<file path="config.mk">
export PLATFORM = sky130hd
export DESIGN_NAME = eips_top
export DESIGN_NICKNAME = d
export VERILOG_FILES = /design/src/eips_pkg.sv /design/src/eips_top.sv /design/src/eips_sel_reg.sv /design/src/eips_pin_mux.sv
export SDC_FILE = /design/constraint.sdc
export NUM_CORES = 1
export LEC_CHECK = 0
export ABC_CLOCK_PERIOD_IN_PS = 3400
export BUFFER_PORTS_ARGS = -buffer_cell sky130_fd_sc_hd__clkbuf_2
export CORE_AREA = 2 2 117 119
export CTS_CLUSTER_DIAMETER = 80
export DETAILED_ROUTE_END_ITERATION = 10
export DIE_AREA = 0 0 119 121
export MAX_ROUTING_LAYER = met4
export PLACE_DENSITY_LB_ADDON = 0.1
export SLEW_MARGIN = 10
export SYNTH_ARGS = -nofsm -noshare
export SYNTH_HDL_FRONTEND = slang
export SYNTH_HIERARCHICAL = 1
export SYNTH_SLANG_ARGS = --single-unit
</file>
<file path="constraint.sdc">
create_clock -name clock_i -period 3.4 [get_ports clock_i]
set_clock_uncertainty 0.05 [all_clocks]
set_input_delay 0.68 -clock clock_i [delete_from_list [all_inputs] [get_ports clock_i]]
set_output_delay 0.68 -clock clock_i [all_outputs]
set_load 0.02 [all_outputs]
</file>
<file path="src/eips_pkg.sv">
// package: constants and helpers for the external interrupt pin selector
package eips_pkg;

  // ----------------------------------------
  // register map
  // ----------------------------------------
  localparam int EIPS_ADDR_W = 16;
  localparam int EIPS_DATA_W = 16;
  localparam logic [15:0] EIPS_PAIR23_ADDR = 16'hF04A;
  localparam logic [15:0] EIPS_PAIR45_ADDR = 16'hF04C;
  localparam logic [15:0] EIPS_PAIR67_ADDR = 16'hF04E;
  localparam logic [15:0] EIPS_SEL_RESET = 16'h0000;
  localparam logic [15:0] EIPS_UNMAPPED_DATA = 16'h0000;

  // ----------------------------------------
  // field layout of one 8-bit selector
  // ----------------------------------------
  localparam int EIPS_INDEX_LSB = 0;
  localparam int EIPS_GROUP_LSB = 4;
  localparam int EIPS_FIELD_W = 4;
  localparam int EIPS_ODD_LSB = 8;

  // ----------------------------------------
  // port groups: pins per group, flat vector has 8 slots per group
  // ----------------------------------------
  localparam int EIPS_GROUPS = 6;
  localparam int EIPS_SLOTS = 8;
  localparam int EIPS_FLAT_W = EIPS_GROUPS * EIPS_SLOTS;
  localparam int EIPS_GRP0_PINS = 6;
  localparam int EIPS_GRP1_PINS = 2;
  localparam int EIPS_GRP2_PINS = 4;
  localparam int EIPS_GRP_FULL_PINS = 8;

  function automatic logic [3:0] eips_pin_count(input logic [3:0] group);
    case (group)
      4'h0: eips_pin_count = 4'(EIPS_GRP0_PINS);
      4'h1: eips_pin_count = 4'(EIPS_GRP1_PINS);
      4'h2: eips_pin_count = 4'(EIPS_GRP2_PINS);
      4'h3, 4'h4, 4'h5: eips_pin_count = 4'(EIPS_GRP_FULL_PINS);
      default: eips_pin_count = 4'h0;
    endcase
  endfunction

  // level of the pin a selector names; prohibited codes read as low
  function automatic logic eips_route(input logic [EIPS_FLAT_W-1:0] flat, input logic [7:0] sel);
    logic [3:0] grp;
    logic [3:0] idx;
    logic [5:0] pos;
    grp = sel[EIPS_GROUP_LSB +: EIPS_FIELD_W];
    idx = sel[EIPS_INDEX_LSB +: EIPS_FIELD_W];
    pos = {grp[2:0], idx[2:0]};
    if (idx < eips_pin_count(grp)) begin
      eips_route = flat[pos];
    end else begin
      eips_route = 1'b0;
    end
  endfunction

endpackage

</file>
<file path="src/eips_top.sv">
// top of the external interrupt pin selector for channels 2 to 7
// ----------------------------------------
// ----------------------------------------
//
// The plain strobed port is this design's own decision.
`timescale 1ns/1ns
module eips_top
  import eips_pkg::*;
(
  // clock, reset, enable
  input wire logic clock_i,
  input wire logic rst_n_i,
  input wire logic en_i,
  // register port
  input wire logic [EIPS_ADDR_W-1:0] addr_i,
  input wire logic [EIPS_DATA_W-1:0] wr_data_i,
  input wire logic [1:0] byte_en_i,
  input wire logic wr_en_i,
  input wire logic rd_en_i,
  output logic [EIPS_DATA_W-1:0] rd_data_o,
  // port pins
  input wire logic [EIPS_GRP0_PINS-1:0] port0_i,
  input wire logic [EIPS_GRP1_PINS-1:0] crystal_pin_i,
  input wire logic [EIPS_GRP2_PINS-1:0] port2_i,
  input wire logic [EIPS_GRP_FULL_PINS-1:0] port3_i,
  input wire logic [EIPS_GRP_FULL_PINS-1:0] port4_i,
  input wire logic [EIPS_GRP_FULL_PINS-1:0] port5_i,
  // channel levels to the edge detectors
  output logic irq_channel_2_o,
  output logic irq_channel_3_o,
  output logic irq_channel_4_o,
  output logic irq_channel_5_o,
  output logic irq_channel_6_o,
  output logic irq_channel_7_o
);

  // ----------------------------------------
  // address decode
  // ----------------------------------------
  logic hit23;
  logic hit45;
  logic hit67;
  logic [15:0] pair23_pin_select;
  logic [15:0] pair45_pin_select;
  logic [15:0] pair67_pin_select;
  logic [15:0] nxt_pair23;
  logic [15:0] nxt_pair45;
  logic [15:0] nxt_pair67;

  assign hit23 = (addr_i == EIPS_PAIR23_ADDR);
  assign hit45 = (addr_i == EIPS_PAIR45_ADDR);
  assign hit67 = (addr_i == EIPS_PAIR67_ADDR);

  // ----------------------------------------
  // selection registers
  // ----------------------------------------
  // byte lanes give the 8-bit and 16-bit access sizes
  eips_sel_reg u_pair23 (
    .clock_i(clock_i),
    .rst_n_i(rst_n_i),
    .en_i(en_i),
    .wr_i(wr_en_i && hit23),
    .byte_en_i(byte_en_i),
    .wr_data_i(wr_data_i),
    .value_o(pair23_pin_select),
    .nxt_value_o(nxt_pair23)
  );

  eips_sel_reg u_pair45 (
    .clock_i(clock_i),
    .rst_n_i(rst_n_i),
    .en_i(en_i),
    .wr_i(wr_en_i && hit45),
    .byte_en_i(byte_en_i),
    .wr_data_i(wr_data_i),
    .value_o(pair45_pin_select),
    .nxt_value_o(nxt_pair45)
  );

  eips_sel_reg u_pair67 (
    .clock_i(clock_i),
    .rst_n_i(rst_n_i),
    .en_i(en_i),
    .wr_i(wr_en_i && hit67),
    .byte_en_i(byte_en_i),
    .wr_data_i(wr_data_i),
    .value_o(pair67_pin_select),
    .nxt_value_o(nxt_pair67)
  );

  // ----------------------------------------
  // read data
  // ----------------------------------------
  logic [15:0] rd_data_ff;
  logic [15:0] nxt_rd_data;

  always_comb begin
    nxt_rd_data = rd_data_ff;
    if (en_i) begin
      nxt_rd_data = EIPS_UNMAPPED_DATA;
      if (rd_en_i) begin
        if (hit23) begin
          nxt_rd_data = pair23_pin_select;
        end else if (hit45) begin
          nxt_rd_data = pair45_pin_select;
        end else if (hit67) begin
          nxt_rd_data = pair67_pin_select;
        end
      end
    end
  end

  always_ff @(posedge clock_i or negedge rst_n_i) begin
    if (!rst_n_i) begin
      rd_data_ff <= EIPS_UNMAPPED_DATA;
    end else begin
      rd_data_ff <= nxt_rd_data;
    end
  end

  assign rd_data_o = rd_data_ff;

  // ----------------------------------------
  // pin routing
  // ----------------------------------------
  logic [EIPS_FLAT_W-1:0] flat_pins;
  logic [7:0] chan_sel [6];
  logic [5:0] chan_level;
  logic [5:0] irq_ff;
  logic [5:0] nxt_irq;

  // unused slots of short groups stay low so a prohibited code cannot pick noise
  assign flat_pins = {port5_i, port4_i, port3_i, 4'h0, port2_i, 6'h00, crystal_pin_i, 2'h0, port0_i};

  // next selection is used so the source switches with the write itself
  assign chan_sel[0] = nxt_pair23[7:0];
  assign chan_sel[1] = nxt_pair23[15:EIPS_ODD_LSB];
  assign chan_sel[2] = nxt_pair45[7:0];
  assign chan_sel[3] = nxt_pair45[15:EIPS_ODD_LSB];
  assign chan_sel[4] = nxt_pair67[7:0];
  assign chan_sel[5] = nxt_pair67[15:EIPS_ODD_LSB];

  for (genvar ch = 0; ch < 6; ch++) begin : g_mux
    // group nibble and bit nibble decode to one pin
    eips_pin_mux u_mux (
      .pins_i(flat_pins),
      .sel_i(chan_sel[ch]),
      .level_o(chan_level[ch])
    );
  end

  always_comb begin
    nxt_irq = irq_ff;
    if (en_i) begin
      nxt_irq = chan_level;
    end
  end

  always_ff @(posedge clock_i or negedge rst_n_i) begin
    if (!rst_n_i) begin
      irq_ff <= 6'h00;
    end else begin
      irq_ff <= nxt_irq;
    end
  end

  assign irq_channel_2_o = irq_ff[0];
  assign irq_channel_3_o = irq_ff[1];
  assign irq_channel_4_o = irq_ff[2];
  assign irq_channel_5_o = irq_ff[3];
  assign irq_channel_6_o = irq_ff[4];
  assign irq_channel_7_o = irq_ff[5];

  // ----------------------------------------
  // checks
  // ----------------------------------------
  logic wrote_ff;
  logic nxt_wrote;

  always_comb begin
    nxt_wrote = wrote_ff || (en_i && wr_en_i);
  end

  always_ff @(posedge clock_i or negedge rst_n_i) begin
    if (!rst_n_i) begin
      wrote_ff <= 1'b0;
    end else begin
      wrote_ff <= nxt_wrote;
    end
  end

  chk_pair23_word: assert property (@(posedge clock_i) disable iff (!rst_n_i)
    en_i && wr_en_i && addr_i == EIPS_PAIR23_ADDR && byte_en_i == 2'h3
    |=> pair23_pin_select == $past(wr_data_i))
    else $error("pair23 word write not stored");

  chk_pair45_word: assert property (@(posedge clock_i) disable iff (!rst_n_i)
    en_i && wr_en_i && addr_i == EIPS_PAIR45_ADDR && byte_en_i == 2'h3
    |=> pair45_pin_select == $past(wr_data_i) ##1 pair45_pin_select == $past(wr_data_i, 2) || $past(wr_en_i))
    else $error("pair45 word write not stored");

  chk_pair67_word: assert property (@(posedge clock_i) disable iff (!rst_n_i)
    en_i && wr_en_i && addr_i == EIPS_PAIR67_ADDR && byte_en_i == 2'h3
    |=> pair67_pin_select == $past(wr_data_i) && pair23_pin_select == $past(pair23_pin_select))
    else $error("pair67 word write wrong");

  chk_ch2_route: assert property (@(posedge clock_i) disable iff (!rst_n_i)
    en_i |=> irq_channel_2_o == eips_route($past(flat_pins), pair23_pin_select[7:0]))
    else $error("channel 2 level does not follow its selector");

  chk_ch4_group: assert property (@(posedge clock_i) disable iff (!rst_n_i)
    en_i && nxt_pair45[7:4] == 4'h3 && nxt_pair45[3:0] == 4'h7 |=> irq_channel_4_o == $past(port3_i[7]))
    else $error("channel 4 group nibble misrouted");

  chk_ch3_odd: assert property (@(posedge clock_i) disable iff (!rst_n_i)
    en_i |=> irq_channel_3_o == eips_route($past(flat_pins), pair23_pin_select[15:8]))
    else $error("channel 3 level does not follow high byte");

  chk_example_route: assert property (@(posedge clock_i) disable iff (!rst_n_i)
    en_i && nxt_pair67[15:8] == 8'h51 |=> irq_channel_7_o == $past(port5_i[1]))
    else $error("group 5 pin 1 not routed to channel 7");

  chk_reset_zero: assert property (@(posedge clock_i) disable iff (!rst_n_i)
    !wrote_ff |-> pair23_pin_select == 16'h0000 && pair45_pin_select == 16'h0000 && pair67_pin_select == 16'h0000)
    else $error("selection not zero before first write");

  chk_byte_lane: assert property (@(posedge clock_i) disable iff (!rst_n_i)
    en_i && wr_en_i && hit45 && byte_en_i == 2'h2
    |=> pair45_pin_select[7:0] == $past(pair45_pin_select[7:0]) && pair45_pin_select[15:8] == $past(wr_data_i[15:8]))
    else $error("high byte write disturbed low byte");

  chk_read_back: assert property (@(posedge clock_i) disable iff (!rst_n_i)
    en_i && rd_en_i && hit67 |=> rd_data_o == $past(pair67_pin_select)
    ##1 (rd_data_o == 16'h0000 || $past(rd_en_i) || !$past(en_i)))
    else $error("read data wrong or held too long");

  chk_switch_now: assert property (@(posedge clock_i) disable iff (!rst_n_i)
    en_i && wr_en_i && hit67 && byte_en_i[0]
    |=> irq_channel_6_o == eips_route($past(flat_pins), $past(wr_data_i[7:0])))
    else $error("channel 6 did not switch with the write");

  chk_freeze: assert property (@(posedge clock_i) disable iff (!rst_n_i)
    !en_i |=> $stable(irq_ff) && $stable(pair23_pin_select) && $stable(rd_data_o))
    else $error("state moved while enable low");

  chk_ch4_route: assert property (@(posedge clock_i) disable iff (!rst_n_i)
    en_i
    |=> irq_channel_4_o == eips_route($past(flat_pins), pair45_pin_select[7:0]))
    else $error("channel 4 level does not follow its selector");

  chk_ch5_route: assert property (@(posedge clock_i) disable iff (!rst_n_i)
    en_i
    |=> irq_channel_5_o == eips_route($past(flat_pins), pair45_pin_select[15:8]))
    else $error("channel 5 level does not follow high byte");

  chk_ch6_route: assert property (@(posedge clock_i) disable iff (!rst_n_i)
    en_i
    |=> irq_channel_6_o == eips_route($past(flat_pins), pair67_pin_select[7:0]))
    else $error("channel 6 level does not follow its selector");

  chk_ch7_route: assert property (@(posedge clock_i) disable iff (!rst_n_i)
    en_i
    |=> irq_channel_7_o == eips_route($past(flat_pins), pair67_pin_select[15:8]))
    else $error("channel 7 level does not follow high byte");

  // prohibited codes must read low so a stray selection cannot raise a request
  chk_group_range: assert property (@(posedge clock_i) disable iff (!rst_n_i)
    en_i && nxt_pair23[7:4] > 4'h5
    |=> !irq_channel_2_o)
    else $error("channel 2 not low for a missing group");

  chk_pin_range: assert property (@(posedge clock_i) disable iff (!rst_n_i)
    en_i && nxt_pair23[7:4] == 4'h0 && nxt_pair23[3:0] > 4'h5
    |=> !irq_channel_2_o)
    else $error("channel 2 not low for a missing pin");

  chk_crystal_pin: assert property (@(posedge clock_i) disable iff (!rst_n_i)
    en_i && nxt_pair45[15:8] == 8'h11
    |=> irq_channel_5_o == $past(crystal_pin_i[1]))
    else $error("crystal pin 1 not routed to channel 5");

  chk_low_lane: assert property (@(posedge clock_i) disable iff (!rst_n_i)
    en_i && wr_en_i && hit23 && byte_en_i == 2'h1
    |=> pair23_pin_select[15:8] == $past(pair23_pin_select[15:8]) && pair23_pin_select[7:0] == $past(wr_data_i[7:0]))
    else $error("low byte write disturbed high byte");

  chk_miss_write: assert property (@(posedge clock_i) disable iff (!rst_n_i)
    en_i && wr_en_i && !hit23
    |=> pair23_pin_select == $past(pair23_pin_select))
    else $error("pair23 changed by a write elsewhere");

  chk_read_idle: assert property (@(posedge clock_i) disable iff (!rst_n_i)
    en_i && !rd_en_i
    |=> rd_data_o == EIPS_UNMAPPED_DATA)
    else $error("read data present without a read");

endmodule

</file>
<file path="src/eips_sel_reg.sv">
// one 16-bit selection register with byte-lane writes
`timescale 1ns/1ns
module eips_sel_reg
  import eips_pkg::*;
(
  // clock, reset, enable
  input wire logic clock_i,
  input wire logic rst_n_i,
  input wire logic en_i,
  // write side
  input wire logic wr_i,
  input wire logic [1:0] byte_en_i,
  input wire logic [15:0] wr_data_i,
  // value
  output logic [15:0] value_o,
  output logic [15:0] nxt_value_o
);

  logic [15:0] value_ff;
  logic [15:0] nxt_value;

  always_comb begin
    nxt_value = value_ff;
    if (en_i && wr_i) begin
      if (byte_en_i[0]) begin
        nxt_value[7:0] = wr_data_i[7:0];
      end
      if (byte_en_i[1]) begin
        nxt_value[15:8] = wr_data_i[15:8];
      end
    end
  end

  always_ff @(posedge clock_i or negedge rst_n_i) begin
    if (!rst_n_i) begin
      value_ff <= EIPS_SEL_RESET;
    end else begin
      value_ff <= nxt_value;
    end
  end

  assign value_o = value_ff;
  assign nxt_value_o = nxt_value;

endmodule

</file>
<file path="src/eips_pin_mux.sv">
// one channel's source mux: group and bit nibbles pick a port pin
`timescale 1ns/1ns
module eips_pin_mux
  import eips_pkg::*;
(
  // pins and selector
  input wire logic [EIPS_FLAT_W-1:0] pins_i,
  input wire logic [7:0] sel_i,
  // chosen level
  output logic level_o
);

  always_comb begin
    level_o = eips_route(pins_i, sel_i);
  end

endmodule

</file>
Word-level counts from Yosys, hierarchy flattened

Cells that the tools add are included.

Flip-flop bits (word level): 70

Magnitude comparators: 12
Equal/unequal tests: 33
Reduce and logical (&&, ||, !) cells: 18
Multiplexer cells: 37

Operators with widths:

| cell                   | count |
|---|---|
| $mux W16               | 7 |
| $pmux W4 S4            | 6 |
| $eq A16 B16 Y1 const B | 3 |
| $eq A4 B2 Y1 const B   | 12 |
| $eq A4 B3 Y1 const B   | 12 |
| $mux W8                | 6 |
| $lt A6 B7 Y1 const B   | 6 |
| $bmux W1 S6            | 6 |
| $eq A4 B1 Y1 const B   | 6 |
| $logic_not A4 Y1       | 6 |
| $lt A4 B4 Y1           | 6 |
| $reduce_or A3 Y1       | 6 |
| $mux W1                | 12 |
| $logic_and A1 B1 Y1    | 6 |

Longest topological paths before layout

Depth in word-level cells: 9
Depth in mapped cells: 17
Mapped depth without buffers: 15

Modules after synthesis

The synthesis kept the hierarchy.

Modules (own cells, without submodules):

| module                             | seq. area each (um^2) | area each (um^2) | instances | cells an instance |
|---|---|---|---|---|
| eips_pin_mux at g_mux[1].u_mux ... | 0.0                   | 508.0            | 5         | 40 |
| eips_sel_reg                       | 400.4                 | 600.6            | 3         | 34 |
| eips_top                           | 550.5                 | 1381.3           | 1         | 114 |
| eips_pin_mux at g_mux[0].u_mux     | 0.0                   | 566.8            | 1         | 61 |

Least setup slack after synthesis

Ideal clock, no wire load.

Path type: input-to-reg
Start: input addr_i[5]
End: register irq_ff[0]
Path slack: -0.267 ns
Arrival: 3.490 ns
Required time: 3.223 ns
Buffers on the path: 2
Stages: 13
Library setup time: 0.127 ns
Cell sequence: nor4b_4 -> nand4_1 -> nor3b_1 -> nand3_2 -> mux2_2 -> buf_6 -> buf_12 -> mux2_1 -> o22ai_1 -> nor4_1 -> nor4_1 -> a221oi_1 -> mux2_1

Elaborated cells between the ends (all ways): 16
Those cells by class: order compare (1); eq/ne (6); mux (5); reduce/logical (4)

RTL lines:

| element                       | RTL line           | text |
|---|---|---|
| from (decl)                   | eips_top.sv:15     | `input wire logic [EIPS_ADDR_W-1:0] addr_i,` |
| $eq A16 B16 Y1 (*)            | eips_top.sv:50     | `assign hit23 = (addr_i == EIPS_PAIR23_ADDR);` |
| $logic_and A1 B1 Y1 (*)       | eips_top.sv:62     | `.wr_i(wr_en_i && hit23),` |
| $logic_and A1 B1 Y1 (*)       | eips_sel_reg.sv:24 | `if (en_i && wr_i) begin` |
| $mux W16 (*)                  | eips_sel_reg.sv:24 |  |
| via nxt_pair23[0]             | eips_top.sv:46     | `logic [15:0] nxt_pair23;` |
| $bmux W1 S6                   | eips_pkg.sv:53     | `eips_route = flat[pos];` |
| $mux W1 (not written as such) | eips_pkg.sv:53     |  |
| $mux W1 (*)                   | eips_pkg.sv:52     | `if (idx < eips_pin_count(grp)) begin` |
| via chan_level[0]             | eips_top.sv:128    | `logic [5:0] chan_level;` |
| to (signal assigned)          | eips_top.sv:163    | `irq_ff <= nxt_irq;` |
| to (decl)                     | eips_top.sv:129    | `logic [5:0] irq_ff;` |

Mark *: on every way through the listed nets, which the timed path passes. The rest lies on a longest branch. The select of a mux whose other input is x is not followed.
A chain may end at the register's enable or synchronous reset.

Final worst setup path

Start: input addr_i[5]
End: register irq_ff[1]

Cells in the longest elaborated chain, start to end: 9
Elaborated cells between the ends (all ways): 16
Those cells by class: order compare (1); eq/ne (6); mux (5); reduce/logical (4)

RTL lines:

| element                                             | RTL line           | text |
|---|---|---|
| $eq A16 B16 Y1 (*)                                  | eips_top.sv:50     |  |
| $logic_and A1 B1 Y1 (*)                             | eips_top.sv:62     |  |
| $logic_and A1 B1 Y1 (*)                             | eips_sel_reg.sv:24 |  |
| $mux W16 (*)                                        | eips_sel_reg.sv:24 |  |
| via nxt_pair23[12]                                  | eips_top.sv:46     |  |
| $eq A4 B2 Y1 / $eq A4 B3 Y1 (equally long branches) | eips_pkg.sv:35     | `case (group)` |
| $reduce_or A3 Y1                                    | eips_pkg.sv:35     |  |
| $pmux W4 S4                                         | eips_pkg.sv:35     |  |
| $lt A4 B4 Y1                                        | eips_pkg.sv:52     |  |
| $mux W1 (*)                                         | eips_pkg.sv:52     |  |
| via chan_level[1]                                   | eips_top.sv:128    |  |

Marked as above.

==> flow_metrics.tcl <==
set metrics [dict create \
    swShare_pct 24.4 \
    grt.total_usage_pct 26.3 \
    place_ws_ps -545 \
    min_period_over_period_pct 102 \
    cp_slowest_cell "or3_4" \
    p_leak_nw 3.65 \
    synth_top_area_share_pct 27.8 \
    cts.htree.levels 3 \
    startpoint "addr_i[5]" \
    max-cap-violations 0 \
    maxSlewViolCount 0 \
    postSynthAreaPerCell_um2 13.2 \
    drcViolationCount 0 \
    numPlacedInstances 882 \
    placed_area_mm2 0.00778 \
    via_per_inst 5.67 \
    fp.dieArea_mm2 0.0144 \
    antenna_found_initial 0 \
    start_util_pct 48.1 \
    path_class "input pin to flop" \
    die_w_um 119 \
    ios 97 \
    yosysTopAreaCell "dfrtp_1" \
    dr.pass1.iters 5 \
    intPower_w 0.00151 \
    critical_path.top_delay_family "simple AND/OR/NAND/NOR gates" \
    r2r_start "u_pair45/value_o[8]" \
    cts_hold_buf 0 \
    gp_congestion 0.992 \
    clk_latency_ps 330 \
    fin_hold_ws_ps 319 \
    start_kind "input pin" \
    path_cells "buf_6 > nor4b_4 > nand4_1 > buf_4 > nor3b_2 > buf_4 > nand3_4 > mux2_4 > or3_4 > ha_4 > o41a_1 > o21a_1 > nor3_2 > nand4_1 > o41ai_2 > mux2_4" \
    required_ps 3620 \
    slowest_delay_ps 400 \
    crit_buf_inv 3 \
    fin_tns_setup_ps -102 \
    die_y_um 121 \
    synth-edff-count 0 \
    clk_pin_slew_ps 50 \
    power.switching_w 0.000488 \
    wl_per_cell_um 19.8 \
    peakVddDrop_mv 0.198 \
    fp-row-count 42 \
    fin_area_mm2 0.00818 \
    clockPowerShare_pct 43.5 \
    port_buffers 96 \
    synth-main-ff-cell "dfrtp_1" \
    detail_route.iter0.violations 307 \
    hold_viol_final 0 \
    finalWorstSetupSlack_ps -76.4 \
    cts_buffer_depth 2 \
    yosysSeqAreaShare_pct 27.8 \
    cts.sinks 70 \
    cp-end-kind "flop" \
    hold_path_class "input pin to asynchronous set/reset pin" \
    grt_pass1_vias 5145 \
    num_vias 5099 \
    grt_pass1_wl_mm 28.4 \
    rsz0062_at_grt "yes" \
    cts_tree "done" \
    syn_to_final_growth_pct 30.0 \
    pwr-share-comb_pct 14.3 \
    wirelength_mm 17.8 \
    max_freq_mhz 288 \
    ys_ff_latch 70 \
    instances_no_fill 900 \
    synthDistinctLibCells 48 \
    cts_made_buffers 9 \
    path_max_fanout 6 \
    final_layout_size_suffix_gt1_share_pct 49.3 \
    grt_overflow_total 0 \
    seq_power_share_pct 42.2 \
    yosys-top-cells-area "dfrtp_1, mux4_2, mux2_2, mux4_1, buf_6" \
    status "finished, violations left" \
    yosys_warnings 6 \
    place.detailed.hpwl_mm 14.0 \
    violations "setup timing" \
    syn_area_mm2 0.00629 \
    cts-root-buf "clkbuf_16" \
    setup_viol 3 \
    diodes 0 \
    grt_max_degree 71 \
    async_reset_ff_share_pct 100 \
    syn_inst 477 \
    power_density_mw_per_mm2 245 \
    drt.antenna.violating_nets 0 \
    layout.cells.most_common_list "clkbuf_2, buf_4, conb_1" \
    fin_nets 808 \
    core_mm2 0.0131 \
    final_common_cell "clkbuf_2" \
    cp_data_arrival_time_ps 3700 \
    period_needed_ps 3480 \
]
==> cells by family (layout without fill, tap and decap cells) <==
logic type,count (synthesis),count (layout),synth area share [%]
AO/OA/AOI/OAI,84,84,11.9
adder cells (fa/ha/maj),12,12,2.39
buffers and inverters,50,226,5.81
flip-flops,70,70,27.8
multiplexers,171,171,43.1
other,1,72,0.0596
AND/OR/NAND/NOR,89,89,8.93
==> metrics by stage <==
| step | total power [W] | utilization [%] |
|---|---|---|
| 2_1_floorplan | 0.000994 | - |
| 3_3_place_gp | 0.00113 | 59.5 |
| 3_5_place_dp | 0.00114 | 59.5 |
| 4_1_cts | 0.00201 | 61.8 |
| 5_1_grt | 0.00208 | 62.5 |
| 6_report | 0.00200 | 62.5 |
==> area by class of cell <==
cell class	count	area, um2
multi-input cells	428	4550
clock inverters	1	5.00
repair buffers	191	1300
inverters	21	78.8
fillers	1063	4910
flip-flops and latches	70	1750
well taps	176	220
clock buffers	13	270
==> worst paths after layout <==
check,to,depth (start not counted),slack [ps]
max reg2reg,irq_ff[3],8,1000
min reg2reg,irq_ff[4],1,440
max in group asynchronous,u_pair67/value_o[0],2,2670
min in group clock_i,irq_ff[4],1,440
max,irq_ff[1],16,-80
min,rd_data_o[6],2,320
==> cells in the mapped netlist (6+ instances only) <==
cell type	instances
dfrtp_1	70
mux2_2	68
mux4_2	40
mux4_1	24
inv_1	21
mux2i_1	21
buf_6	20
mux2_1	18
nand3_1	15
ha_1	12
nand2_1	12
o22ai_1	10
o22ai_2	10
a22oi_2	9
nand2b_1	9
a22oi_1	7
nor2_1	7
nor2b_1	7
nor3_1	7
o21ai_0	7
buf_2	6
nand3_2	6
nand4_1	6
o211ai_1	6
or3_1	6
==> repair_timing <==
action	4_1_cts	5_1_grt
endpoints found under the setup margin	6	6
resized for setup	5	16
setup buffers	2	2
cloned	0	0
pin swaps	7	6
==> power by group through the flow <==
stage                     registers [W]  logic [W]  clock network [W]
after floorplan                0.000868   0.000126                  0
after global placement         0.000859   0.000274                  0
after detailed placement       0.000860   0.000278                  0
after CTS                      0.000845   0.000281           0.000884
after global routing           0.000845   0.000308           0.000929
final                          0.000845   0.000285           0.000872
==> registers in the layout (all words and copies together), names as in the netlist <==
name and cells:
rd_data_o 16, u_pair45/value_o 16, u_pair67/value_o 16, irq_ff 6, u_pair23/value_o 16
==> routing by layer <==
metal  up-vias  global-route usage, %  wire, um
li1       2399                      -         -
met1      2495                   36.2      8200
met2       178                   41.6      8350
met3        27                   2.82       926
met4         0                   8.26       291
met5         -                      -         0
Power figures use the tool's default switching activity.
